File: src/ablc_pkg.sv
// Constants and decode helpers for the adaptive backlight settings command
package ablc_pkg;

  // ----------------------------------------------------------------
  // Command code and parameter layout
  // ----------------------------------------------------------------
  localparam logic [7:0] CMD_ADAPTIVE_LIGHT = 8'hB8;
  localparam int         PARAM_COUNT        = 16;

  localparam logic [3:0] IDX_ENABLE  = 4'h0;
  localparam logic [3:0] IDX_RATIO_A = 4'h1;
  localparam logic [3:0] IDX_RATIO_B = 4'h2;
  localparam logic [3:0] IDX_UPPER_A = 4'h3;
  localparam logic [3:0] IDX_UPPER_B = 4'h4;
  localparam logic [3:0] IDX_LOWER_A = 4'h5;
  localparam logic [3:0] IDX_LOWER_B = 4'h6;
  localparam logic [3:0] IDX_PITCH   = 4'h7;
  localparam logic [3:0] IDX_GAP     = 4'h8;
  localparam logic [3:0] IDX_COEF_A  = 4'h9;
  localparam logic [3:0] IDX_COEF_B  = 4'hA;
  localparam logic [3:0] IDX_CURVE3  = 4'hB;
  localparam logic [3:0] IDX_CURVE4  = 4'hC;
  localparam logic [3:0] IDX_CURVE5  = 4'hD;
  localparam logic [3:0] IDX_CURVE6  = 4'hE;
  localparam logic [3:0] IDX_TAIL    = 4'hF;

  // ----------------------------------------------------------------
  // Field positions, writable masks and reset value
  // ----------------------------------------------------------------
  localparam int         ON_BIT       = 0;
  localparam int         MODE_BIT     = 1;
  localparam int         LINCOMP_BIT  = 7;
  localparam logic [7:0] MASK_ENABLE  = 8'h03;
  localparam logic [7:0] MASK_RATIO   = 8'h1F;
  localparam logic [7:0] MASK_FULL    = 8'hFF;
  localparam logic [7:0] MASK_PITCH   = 8'h0F;
  localparam logic [7:0] MASK_GAP     = 8'h1F;
  localparam logic [7:0] MASK_COEF    = 8'h9F;
  localparam logic [7:0] MASK_TAIL    = 8'h00;
  localparam logic [7:0] PARAM_RESET  = 8'h00;
  localparam int         PCT_PER_CODE = 2;

  typedef enum logic [1:0] {
    ST_IDLE   = 2'b00,
    ST_ACCESS = 2'b01,
    ST_DONE   = 2'b10
  } cmd_state_e;

  // Bits that each parameter byte really holds; the rest read zero
  function automatic logic [7:0] param_mask(input logic [3:0] idx);
    case (idx)
      IDX_ENABLE:               param_mask = MASK_ENABLE;
      IDX_RATIO_A, IDX_RATIO_B: param_mask = MASK_RATIO;
      IDX_PITCH:                param_mask = MASK_PITCH;
      IDX_GAP:                  param_mask = MASK_GAP;
      IDX_COEF_A, IDX_COEF_B:   param_mask = MASK_COEF;
      IDX_TAIL:                 param_mask = MASK_TAIL;
      default:                  param_mask = MASK_FULL;
    endcase
  endfunction

endpackage

File: src/ablc_param_store.sv
// Sixteen masked parameter bytes of the adaptive backlight command
`timescale 1ns/1ps
module ablc_param_store (
  input  wire logic                                    mclk_i,
  input  wire logic                                    sys_rst_i,
  input  wire logic                                    wr_en_i,
  input  wire logic [3:0]                              wr_idx_i,
  input  wire logic [7:0]                              wr_data_i,
  output logic      [ablc_pkg::PARAM_COUNT-1:0][7:0]   bytes_o
);
  import ablc_pkg::*;

  logic [7:0] param_reg [PARAM_COUNT];

  // ----------------------------------------------------------------
  // One register per parameter byte
  // ----------------------------------------------------------------
  genvar g;
  generate
    for (g = 0; g < PARAM_COUNT; g++) begin : g_byte
      localparam logic [3:0] IDX = 4'(g);
      // Unused bits are never stored, so they always read zero
      always_ff @(posedge mclk_i or posedge sys_rst_i) begin
        if (sys_rst_i) begin
          param_reg[g] <= PARAM_RESET;
        end else if (wr_en_i && wr_idx_i == IDX) begin
          param_reg[g] <= wr_data_i & param_mask(IDX);
        end
      end
      assign bytes_o[g] = param_reg[g];
    end
  endgenerate

endmodule // ablc_param_store

File: src/ablc_regs.sv
// Command decode, parameter access and mode selection for adaptive backlight
// What this block and its host do
// Command B8h opens sixteen parameter bytes, written and read back by host.
// Bit 0 of first parameter switches the adaptive function on or off.
// Bit 1 of first parameter selects set 0 or set 1; pitch, gap shared.
// Two independent copies of ratio, caps, floors, coefficient and compensation.
// Host clears the on bit before changing parameters or mode.
// Host always writes zero to the sixteenth parameter byte.
// Function active only when on, normal mode on and inversion off.
// Field widths 5, 8, 4, 5 bits; coefficient bit 7 compensation; unused zero.
// Ratio code means twice its value in percent, zero to 62.
// Upper cap limits the computed threshold grayscale, one grayscale per step.
// Lower floor raises the computed threshold grayscale, one grayscale per step.
`timescale 1ns/1ps
module ablc_regs (
  input  wire logic       mclk_i,
  input  wire logic       sys_rst_i,
  input  wire logic       host_wr_i,
  input  wire logic       host_rd_i,
  input  wire logic       command_or_param_sel_i,
  input  wire logic [7:0] host_data_i,
  output logic      [7:0] host_data_o,
  output logic            host_data_oe_o,
  input  wire logic       normal_mode_i,
  input  wire logic       invert_on_i,
  input  wire logic [7:0] computed_level_i,
  output logic            function_active_o,
  output logic            adaptive_light_mode_sel_o,
  output logic      [4:0] white_ratio_o,
  output logic      [5:0] white_ratio_pct_o,
  output logic      [7:0] upper_cap_o,
  output logic      [7:0] lower_floor_o,
  output logic      [4:0] gain_coef_o,
  output logic            linear_comp_o,
  output logic      [3:0] step_pitch_o,
  output logic      [4:0] change_gap_o,
  output logic      [7:0] curve_entry_three_o,
  output logic      [7:0] curve_entry_four_o,
  output logic      [7:0] curve_entry_five_o,
  output logic      [7:0] curve_entry_six_o,
  output logic      [7:0] clamped_level_o
);
  import ablc_pkg::*;

  // ----------------------------------------------------------------
  // Pin synchronisers
  // ----------------------------------------------------------------
  logic       wr_s1_reg, wr_s2_reg, wr_s3_reg;
  logic       rd_s1_reg, rd_s2_reg, rd_s3_reg;
  logic       sel_s1_reg, sel_s2_reg;
  logic [7:0] dat_s1_reg, dat_s2_reg;

  always_ff @(posedge mclk_i or posedge sys_rst_i) begin
    if (sys_rst_i) begin
      {wr_s1_reg, wr_s2_reg, wr_s3_reg}  <= 3'h0;
      {rd_s1_reg, rd_s2_reg, rd_s3_reg}  <= 3'h0;
      {sel_s1_reg, sel_s2_reg}           <= 2'h0;
      {dat_s1_reg, dat_s2_reg}           <= 16'h0000;
    end else begin
      {wr_s3_reg, wr_s2_reg, wr_s1_reg}  <= {wr_s2_reg, wr_s1_reg, host_wr_i};
      {rd_s3_reg, rd_s2_reg, rd_s1_reg}  <= {rd_s2_reg, rd_s1_reg, host_rd_i};
      {sel_s2_reg, sel_s1_reg}           <= {sel_s1_reg, command_or_param_sel_i};
      {dat_s2_reg, dat_s1_reg}           <= {dat_s1_reg, host_data_i};
    end
  end

  // Strobes act on their rising edge; data and select must be steady by then
  wire wr_edge   = wr_s2_reg & ~wr_s3_reg;
  wire rd_edge   = rd_s2_reg & ~rd_s3_reg;
  wire cmd_wr    = wr_edge & ~sel_s2_reg;
  wire param_wr  = wr_edge & sel_s2_reg;
  wire param_rd  = rd_edge & sel_s2_reg;

  // ----------------------------------------------------------------
  // Command state and parameter index
  // ----------------------------------------------------------------
  cmd_state_e state_reg, state_next;
  logic [3:0] param_idx_reg, param_idx_next;
  logic [7:0] rd_data_reg, rd_data_next;
  logic [PARAM_COUNT-1:0][7:0] bytes;

  wire in_access = (state_reg == ST_ACCESS);
  wire store_wr  = param_wr & in_access;
  wire step_idx  = (param_wr | param_rd) & in_access;
  wire [7:0] rd_byte = bytes[param_idx_reg];

  always_comb begin
    state_next     = state_reg;
    param_idx_next = param_idx_reg;
    rd_data_next   = rd_data_reg;
    case (state_reg)
      ST_IDLE, ST_DONE: begin
        if (param_rd) begin
          rd_data_next = PARAM_RESET;
        end
      end
      ST_ACCESS: begin
        if (param_rd) begin
          rd_data_next = rd_byte;
        end
        if (step_idx) begin
          param_idx_next = param_idx_reg + 4'h1;
          if (param_idx_reg == IDX_TAIL) begin
            state_next = ST_DONE;
          end
        end
      end
      default: state_next = ST_IDLE;
    endcase
    // A new command code always restarts decoding
    if (cmd_wr) begin
      param_idx_next = IDX_ENABLE;
      state_next     = (dat_s2_reg == CMD_ADAPTIVE_LIGHT) ? ST_ACCESS : ST_IDLE;
    end
  end

  always_ff @(posedge mclk_i or posedge sys_rst_i) begin
    if (sys_rst_i) begin
      state_reg     <= ST_IDLE;
      param_idx_reg <= 4'h0;
      rd_data_reg   <= 8'h00;
    end else begin
      state_reg     <= state_next;
      param_idx_reg <= param_idx_next;
      rd_data_reg   <= rd_data_next;
    end
  end

  assign host_data_o    = rd_data_reg;
  assign host_data_oe_o = rd_s2_reg & sel_s2_reg;

  // The sixteenth byte is stored masked to zero whatever the host writes
  ablc_param_store u_store (
    .mclk_i    (mclk_i),
    .sys_rst_i (sys_rst_i),
    .wr_en_i   (store_wr),
    .wr_idx_i  (param_idx_reg),
    .wr_data_i (dat_s2_reg),
    .bytes_o   (bytes)
  );

  // ----------------------------------------------------------------
  // Mode selection and clamp
  // ----------------------------------------------------------------
  // Settings switch live; the host keeps the function off while changing them
  wire       mode_sel  = bytes[IDX_ENABLE][MODE_BIT];
  wire       on_bit    = bytes[IDX_ENABLE][ON_BIT];
  wire [7:0] ratio_sel = mode_sel ? bytes[IDX_RATIO_B] : bytes[IDX_RATIO_A];
  wire [7:0] upper_sel = mode_sel ? bytes[IDX_UPPER_B] : bytes[IDX_UPPER_A];
  wire [7:0] lower_sel = mode_sel ? bytes[IDX_LOWER_B] : bytes[IDX_LOWER_A];
  wire [7:0] coef_sel  = mode_sel ? bytes[IDX_COEF_B]  : bytes[IDX_COEF_A];
  wire [5:0] pct_calc  = 6'(ratio_sel[4:0] * PCT_PER_CODE);
  // Cap first, floor last: a floor above the cap wins
  wire [7:0] capped    = (computed_level_i > upper_sel) ? upper_sel : computed_level_i;
  wire [7:0] floored   = (capped < lower_sel) ? lower_sel : capped;
  wire       active    = on_bit & normal_mode_i & ~invert_on_i; // see R02

  always_ff @(posedge mclk_i or posedge sys_rst_i) begin
    if (sys_rst_i) begin
      function_active_o         <= 1'b0;
      adaptive_light_mode_sel_o <= 1'b0;
      white_ratio_o             <= 5'h00;
      white_ratio_pct_o         <= 6'h00;
      upper_cap_o               <= 8'h00;
      lower_floor_o             <= 8'h00;
      gain_coef_o               <= 5'h00;
      linear_comp_o             <= 1'b0;
      step_pitch_o              <= 4'h0;
      change_gap_o              <= 5'h00;
      curve_entry_three_o       <= 8'h00;
      curve_entry_four_o        <= 8'h00;
      curve_entry_five_o        <= 8'h00;
      curve_entry_six_o         <= 8'h00;
      clamped_level_o           <= 8'h00;
    end else begin
      function_active_o         <= active;
      adaptive_light_mode_sel_o <= mode_sel;
      white_ratio_o             <= ratio_sel[4:0];
      white_ratio_pct_o         <= pct_calc;
      upper_cap_o               <= upper_sel;
      lower_floor_o             <= lower_sel;
      gain_coef_o               <= coef_sel[4:0];
      linear_comp_o             <= coef_sel[LINCOMP_BIT];
      step_pitch_o              <= bytes[IDX_PITCH][3:0];
      change_gap_o              <= bytes[IDX_GAP][4:0];
      curve_entry_three_o       <= bytes[IDX_CURVE3];
      curve_entry_four_o        <= bytes[IDX_CURVE4];
      curve_entry_five_o        <= bytes[IDX_CURVE5];
      curve_entry_six_o         <= bytes[IDX_CURVE6];
      clamped_level_o           <= floored;
    end
  end

  // ----------------------------------------------------------------
  // Assertions
  // ----------------------------------------------------------------
  a_cmd_open: assert property (@(posedge mclk_i) disable iff (sys_rst_i)
    cmd_wr && dat_s2_reg == CMD_ADAPTIVE_LIGHT |=> state_reg == ST_ACCESS && param_idx_reg == 4'h0)
    else $error("B8 command did not open parameter access");

  a_other_cmd: assert property (@(posedge mclk_i) disable iff (sys_rst_i)
    cmd_wr && dat_s2_reg != CMD_ADAPTIVE_LIGHT |=> state_reg == ST_IDLE)
    else $error("foreign command left access open");

  a_param_store: assert property (@(posedge mclk_i) disable iff (sys_rst_i)
    store_wr |=> bytes[$past(param_idx_reg)] == ($past(dat_s2_reg) & param_mask($past(param_idx_reg))))
    else $error("parameter byte not stored with its mask");

  a_idx_step: assert property (@(posedge mclk_i) disable iff (sys_rst_i)
    step_idx && !cmd_wr && param_idx_reg != IDX_TAIL |=> param_idx_reg == $past(param_idx_reg) + 4'h1)
    else $error("parameter index did not advance");

  a_last_byte: assert property (@(posedge mclk_i) disable iff (sys_rst_i)
    step_idx && !cmd_wr && param_idx_reg == IDX_TAIL |=> state_reg == ST_DONE)
    else $error("access not closed after sixteenth byte");

  a_read_back: assert property (@(posedge mclk_i) disable iff (sys_rst_i)
    param_rd && in_access && !store_wr |=> host_data_o == $past(rd_byte))
    else $error("read back data mismatch");

  a_tail_zero: assert property (@(posedge mclk_i) disable iff (sys_rst_i)
    bytes[IDX_TAIL] == 8'h00)
    else $error("sixteenth byte not zero");

  a_active_gate: assert property (@(posedge mclk_i) disable iff (sys_rst_i)
    ##1 function_active_o == ($past(on_bit) && $past(normal_mode_i) && !$past(invert_on_i)))
    else $error("function active against its gate");

  a_invert_off: assert property (@(posedge mclk_i) disable iff (sys_rst_i)
    invert_on_i [*2] |-> !function_active_o)
    else $error("function active during inversion");

  a_mode_ratio: assert property (@(posedge mclk_i) disable iff (sys_rst_i)
    ##1 white_ratio_o == ($past(mode_sel) ? $past(bytes[IDX_RATIO_B][4:0])
                                          : $past(bytes[IDX_RATIO_A][4:0])))
    else $error("ratio from wrong set");

  a_pct_double: assert property (@(posedge mclk_i) disable iff (sys_rst_i)
    white_ratio_pct_o == {white_ratio_o, 1'b0})
    else $error("percentage not twice the code");

  a_clamp_range: assert property (@(posedge mclk_i) disable iff (sys_rst_i)
    lower_sel <= upper_sel |=> clamped_level_o <= $past(upper_sel)
                               && clamped_level_o >= $past(lower_sel))
    else $error("clamped level outside cap and floor");

  c_full_write: cover property (@(posedge mclk_i) disable iff (sys_rst_i)
    store_wr && param_idx_reg == IDX_TAIL ##1 state_reg == ST_DONE);
  c_mode_one: cover property (@(posedge mclk_i) disable iff (sys_rst_i)
    function_active_o && adaptive_light_mode_sel_o);
  c_read_back: cover property (@(posedge mclk_i) disable iff (sys_rst_i)
    param_rd && in_access && param_idx_reg == IDX_UPPER_A);
  c_clamped: cover property (@(posedge mclk_i) disable iff (sys_rst_i)
    computed_level_i > upper_sel && lower_sel <= upper_sel);

endmodule // ablc_regs

File: config.mk
export PLATFORM = sky130hd
export DESIGN_NAME = ablc_regs
export DESIGN_NICKNAME = d
export VERILOG_FILES = /design/src/ablc_pkg.sv /design/src/ablc_param_store.sv /design/src/ablc_regs.sv
export SDC_FILE = /design/constraint.sdc
export NUM_CORES = 1
export LEC_CHECK = 0
export ABC_AREA = 1
export BUFFER_PORTS_ARGS = -buffer_cell sky130_fd_sc_hd__buf_2
export CAP_MARGIN = 20
export CORE_MARGIN = 2
export CORE_UTILIZATION = 45
export DETAILED_ROUTE_END_ITERATION = 12
export GPL_TIMING_DRIVEN = 0
export PLACE_DENSITY = 0.7
export SLEW_MARGIN = 15
export SYNTH_ARGS = -nofsm -noshare
export SYNTH_HDL_FRONTEND = slang
export SYNTH_SLANG_ARGS = --single-unit
File: constraint.sdc
create_clock -name mclk_i -period 7.3 [get_ports mclk_i]
set_input_delay 0.73 -clock mclk_i [delete_from_list [all_inputs] [get_ports mclk_i]]
set_output_delay 0.73 -clock mclk_i [all_outputs]
set_load 0.005 [all_outputs]
==> run metrics <==
Final Max Slew Viols=0; unrepaired setup endpoints after global routing=false; worst setup margin=~3400 ps; Clk Latency, worst-skew pair=roughly 500 ps; Boundary Pins=116; # hold bufs at CTS=0; Via-to-Cell Ratio=around 5.3; Routed WL=21,900 µm; Max Freq=about 260 MHz; clock skew=between 10 and 15 ps; WS Path Type=register to register; fin util=54.8%; Crit Path Max Fanout=10; Critical Path Source Type=register; worst-case reg-to-reg path depth=22; sequential-to-total area share from yosys stat=62.2%; worst slew pin tran=around 860 ps; synth-to-layout area growth=19.5%; status=complete, no violations; Post-Synthesis Cells=between 800 and 900; max reg flops=97; Yosys reg bits=approximately 210; CP most frequent cell=nand2_1; Initial Util=approximately 46%; final instance area=10,200 µm²; largest net degree at the start of global routing=between 100 and 150; cell type group with the largest total delay on the critical path=compound AO/OA/AOI/OAI gates; GRT overflow=0; MaxCap Viol Count=0; initial antenna violation count=0; Clock Path Buffers=3; vias in the first global route=6,235; CTS sink count=approximately 210; Synth Warn #=0; Setup-failing EPs final=0; die area=between 20,000 and 25,000 µm²; I/O Buffers=approximately 110; CP Buf/Inv Count=4; Hold Path Class=input pin to asynchronous set/reset pin; maximum vdd drop=approximately 0.13 mV; # Post-CTS Setup Buffers=0; Synthesized Nets=around 920; Die Height=approximately 140 µm; fill count=around 1.6k; Area after DPL=9470 µm²; Max stage delay cell, worst path=a211oi_2; Post-DP HPWL=~15,000 µm; layout cells sized above 1=about a fifth; Critical Path RT=7680 ps; first-pass GRT wire length=approximately 34,000 µm; nets@finish=1,056; per-cell routed wire length=17.3 µm; CTS root buf=clkbuf_16; Initial DRC Count=603; synth unique cells=36; H-tree Lvls=1; Mapped Area=between 8000 and 9000 µm²; GP Congestion=0.940; Pwr Total=around 2500 µW; CTS tree=built; Fin. Hold Viols=0; antenna viol nets, final=0; DRT Pass-1 Iters=5; Synth Area per Inst=around 9.8 µm²; total vias in the final route=slightly below 7k; min cycle time layout=about 4000 ps; WP data arrival=4280 ps; Clk pin slew, worst setup/hold paths=around 60 ps; critical path depth in cells=22; leakage=approximately 0.0052 µW; cts bufs inserted=23; Die W=approximately 140 µm; setup total negative slack=0 ps; max_slew headroom=between 40% and 50%; Worst setup EP type=register; PostCTS Resize Cnt=0; Final period util=between 50% and 60%; core area=18,700 µm²; drt drc=0; Crit path largest cell delay=530 ps; FP Rows=50; Power Density=around 240 nW/µm²; Global Route Usage Sum=approximately 22%; setup slack at placement=~3500 ps; diode count=0; crit-path cells=buf_2 > buf_2 > nand2_1 > o21ai_0 > ha_1 > nand2_1 > inv_2 > nand2_1 > nand2_1 > nand2_1 > nand2_2 > nand2_2 > buf_2 > nand2_1 > o21ai_0 > ha_1 > a21oi_1 > nor2_1 > a211oi_2 > nand2_4 > nand2_1 > nand2_1
==> cells by family (layout without fill, tap and decap cells) <==
family / count (synthesis) / after routing / synth area share (%)
and+or+nand+nor: 291 / 291 / 14.5
AOI/OAI and AO/OA: 227 / 227 / 14.4
DFF: 213 / 213 / 62.2
other: 1 / 1 / 0.0437
buffers and inverters: 123 / 279 / 6.09
adders and majority gates: 19 / 19 / 2.77
==> report_power, final <==
part           switching (µW)  internal, µW  total, µW  leakage, µW
Sequential               3.49          1190       1200      0.00292
Clock                     475           687       1160     0.000362
Combinational            70.5          24.3       94.9      0.00194
==> per-layer routing <==
layer | part of all wire [%] | vias up | wire, µm | track usage [%]
li1 | - | 3146 | - | -
met1 | 42 | 3215 | 9270 | 31.2
met2 | 46 | 323 | 10200 | 34.0
met3 | 8.0 | 51 | 1760 | 3.90
met4 | 3.2 | 0 | 703 | 7.53
met5 | 0 | - | 0 | 0
==> cells in the mapped netlist <==
cell type | n | area [µm²]
nand2_1 | 214 | 803
o22ai_1 | 4 | 25.0
a221oi_1 | 2 | 17.5
o32ai_1 | 2 | 17.5
o21ai_1 | 14 | 70.1
buf_4 | 6 | 45.0
a21oi_1 | 17 | 85.1
clkbuf_1 | 15 | 56.3
inv_1 | 78 | 293
nor3_1 | 3 | 15.0
nor2_4 | 4 | 45.0
a21o_1 | 2 | 15.0
nor2_1 | 25 | 93.8
ha_1 | 19 | 238
buf_2 | 18 | 90.1
nand2_2 | 9 | 56.3
o211ai_1 | 7 | 52.6
nand3_1 | 22 | 110
a211oi_2 | 1 | 12.5
a22oi_1 | 11 | 82.6
a21boi_1 | 1 | 7.51
nor2_2 | 1 | 6.26
a22o_1 | 3 | 26.3
nand2_4 | 4 | 45.0
o31ai_1 | 2 | 15.0
o21ai_0 | 159 | 796
dfrtp_1 | 213 | 5330
nand4_1 | 1 | 6.26
buf_6 | 2 | 22.5
inv_2 | 4 | 15.0
a211oi_1 | 1 | 7.51
nor3_4 | 1 | 16.3
a2bb2oi_1 | 1 | 8.76
nor4_1 | 2 | 12.5
or2_2 | 5 | 31.3
conb_1 | 1 | 3.75
==> worst paths after layout <==
| check | slack [ps] | to | from |
|---|---|---|---|
| worst max-delay path | 3400 | clamped_level_o[1]$_DFF_PP0_ | u_store.bytes_o[1]$_DFFE_PP0P_ |
| worst min-delay path | 330 | curve_entry_five_o[4]$_DFF_PP0_ | sys_rst_i |
| worst max register to register | 3400 | clamped_level_o[1]$_DFF_PP0_ | u_store.bytes_o[1]$_DFFE_PP0P_ |
| worst min register to register | 350 | dat_s2_reg[5]$_DFF_PP0_ | dat_s1_reg[5]$_DFF_PP0_ |
| max in group asynchronous | 6010 | wr_s3_reg$_DFF_PP0_ | sys_rst_i |
| min in group mclk_i | 330 | dat_s1_reg[4]$_DFF_PP0_ | host_data_i[4] |
==> through the flow <==
step                std cells  hold WS, ps
CTS                      1264          321
global placement         1222          332
floorplan                 874          331
finish                   1264          328
detailed placement       1223          335
global route             1264          318
==> cell type report <==
cell class | count | area, µm² | area share [%]
buffer | 41 | 214 | 2.09
clock buffer | 28 | 624 | 6.10
inverter | 82 | 315 | 3.08
tap | 234 | 293 | 2.86
multi-input combinational | 538 | 2720 | 26.6
timing repair buffer | 115 | 598 | 5.84
clock inverter | 13 | 146 | 1.43
sequential | 213 | 5330 | 52.0
==> layout by cell type (no fill, tap or decap), types with 5 or more instances in the layout <==
cell	synthesis	layout
or2_2	5	5
nand2_1	214	214
buf_4	6	6
nand2_2	9	9
a21oi_1	17	17
a22oi_1	11	11
dfrtp_1	213	213
clkbuf_1	15	17
o211ai_1	7	7
o21ai_1	14	14
buf_2	18	132
clkinvlp_4	0	5
o21ai_0	159	159
ha_1	19	19
nand3_1	22	22
nor2_1	25	25
inv_1	78	77
clkbuf_16	0	23
Note: power is estimated with default switching activity, not from simulation.
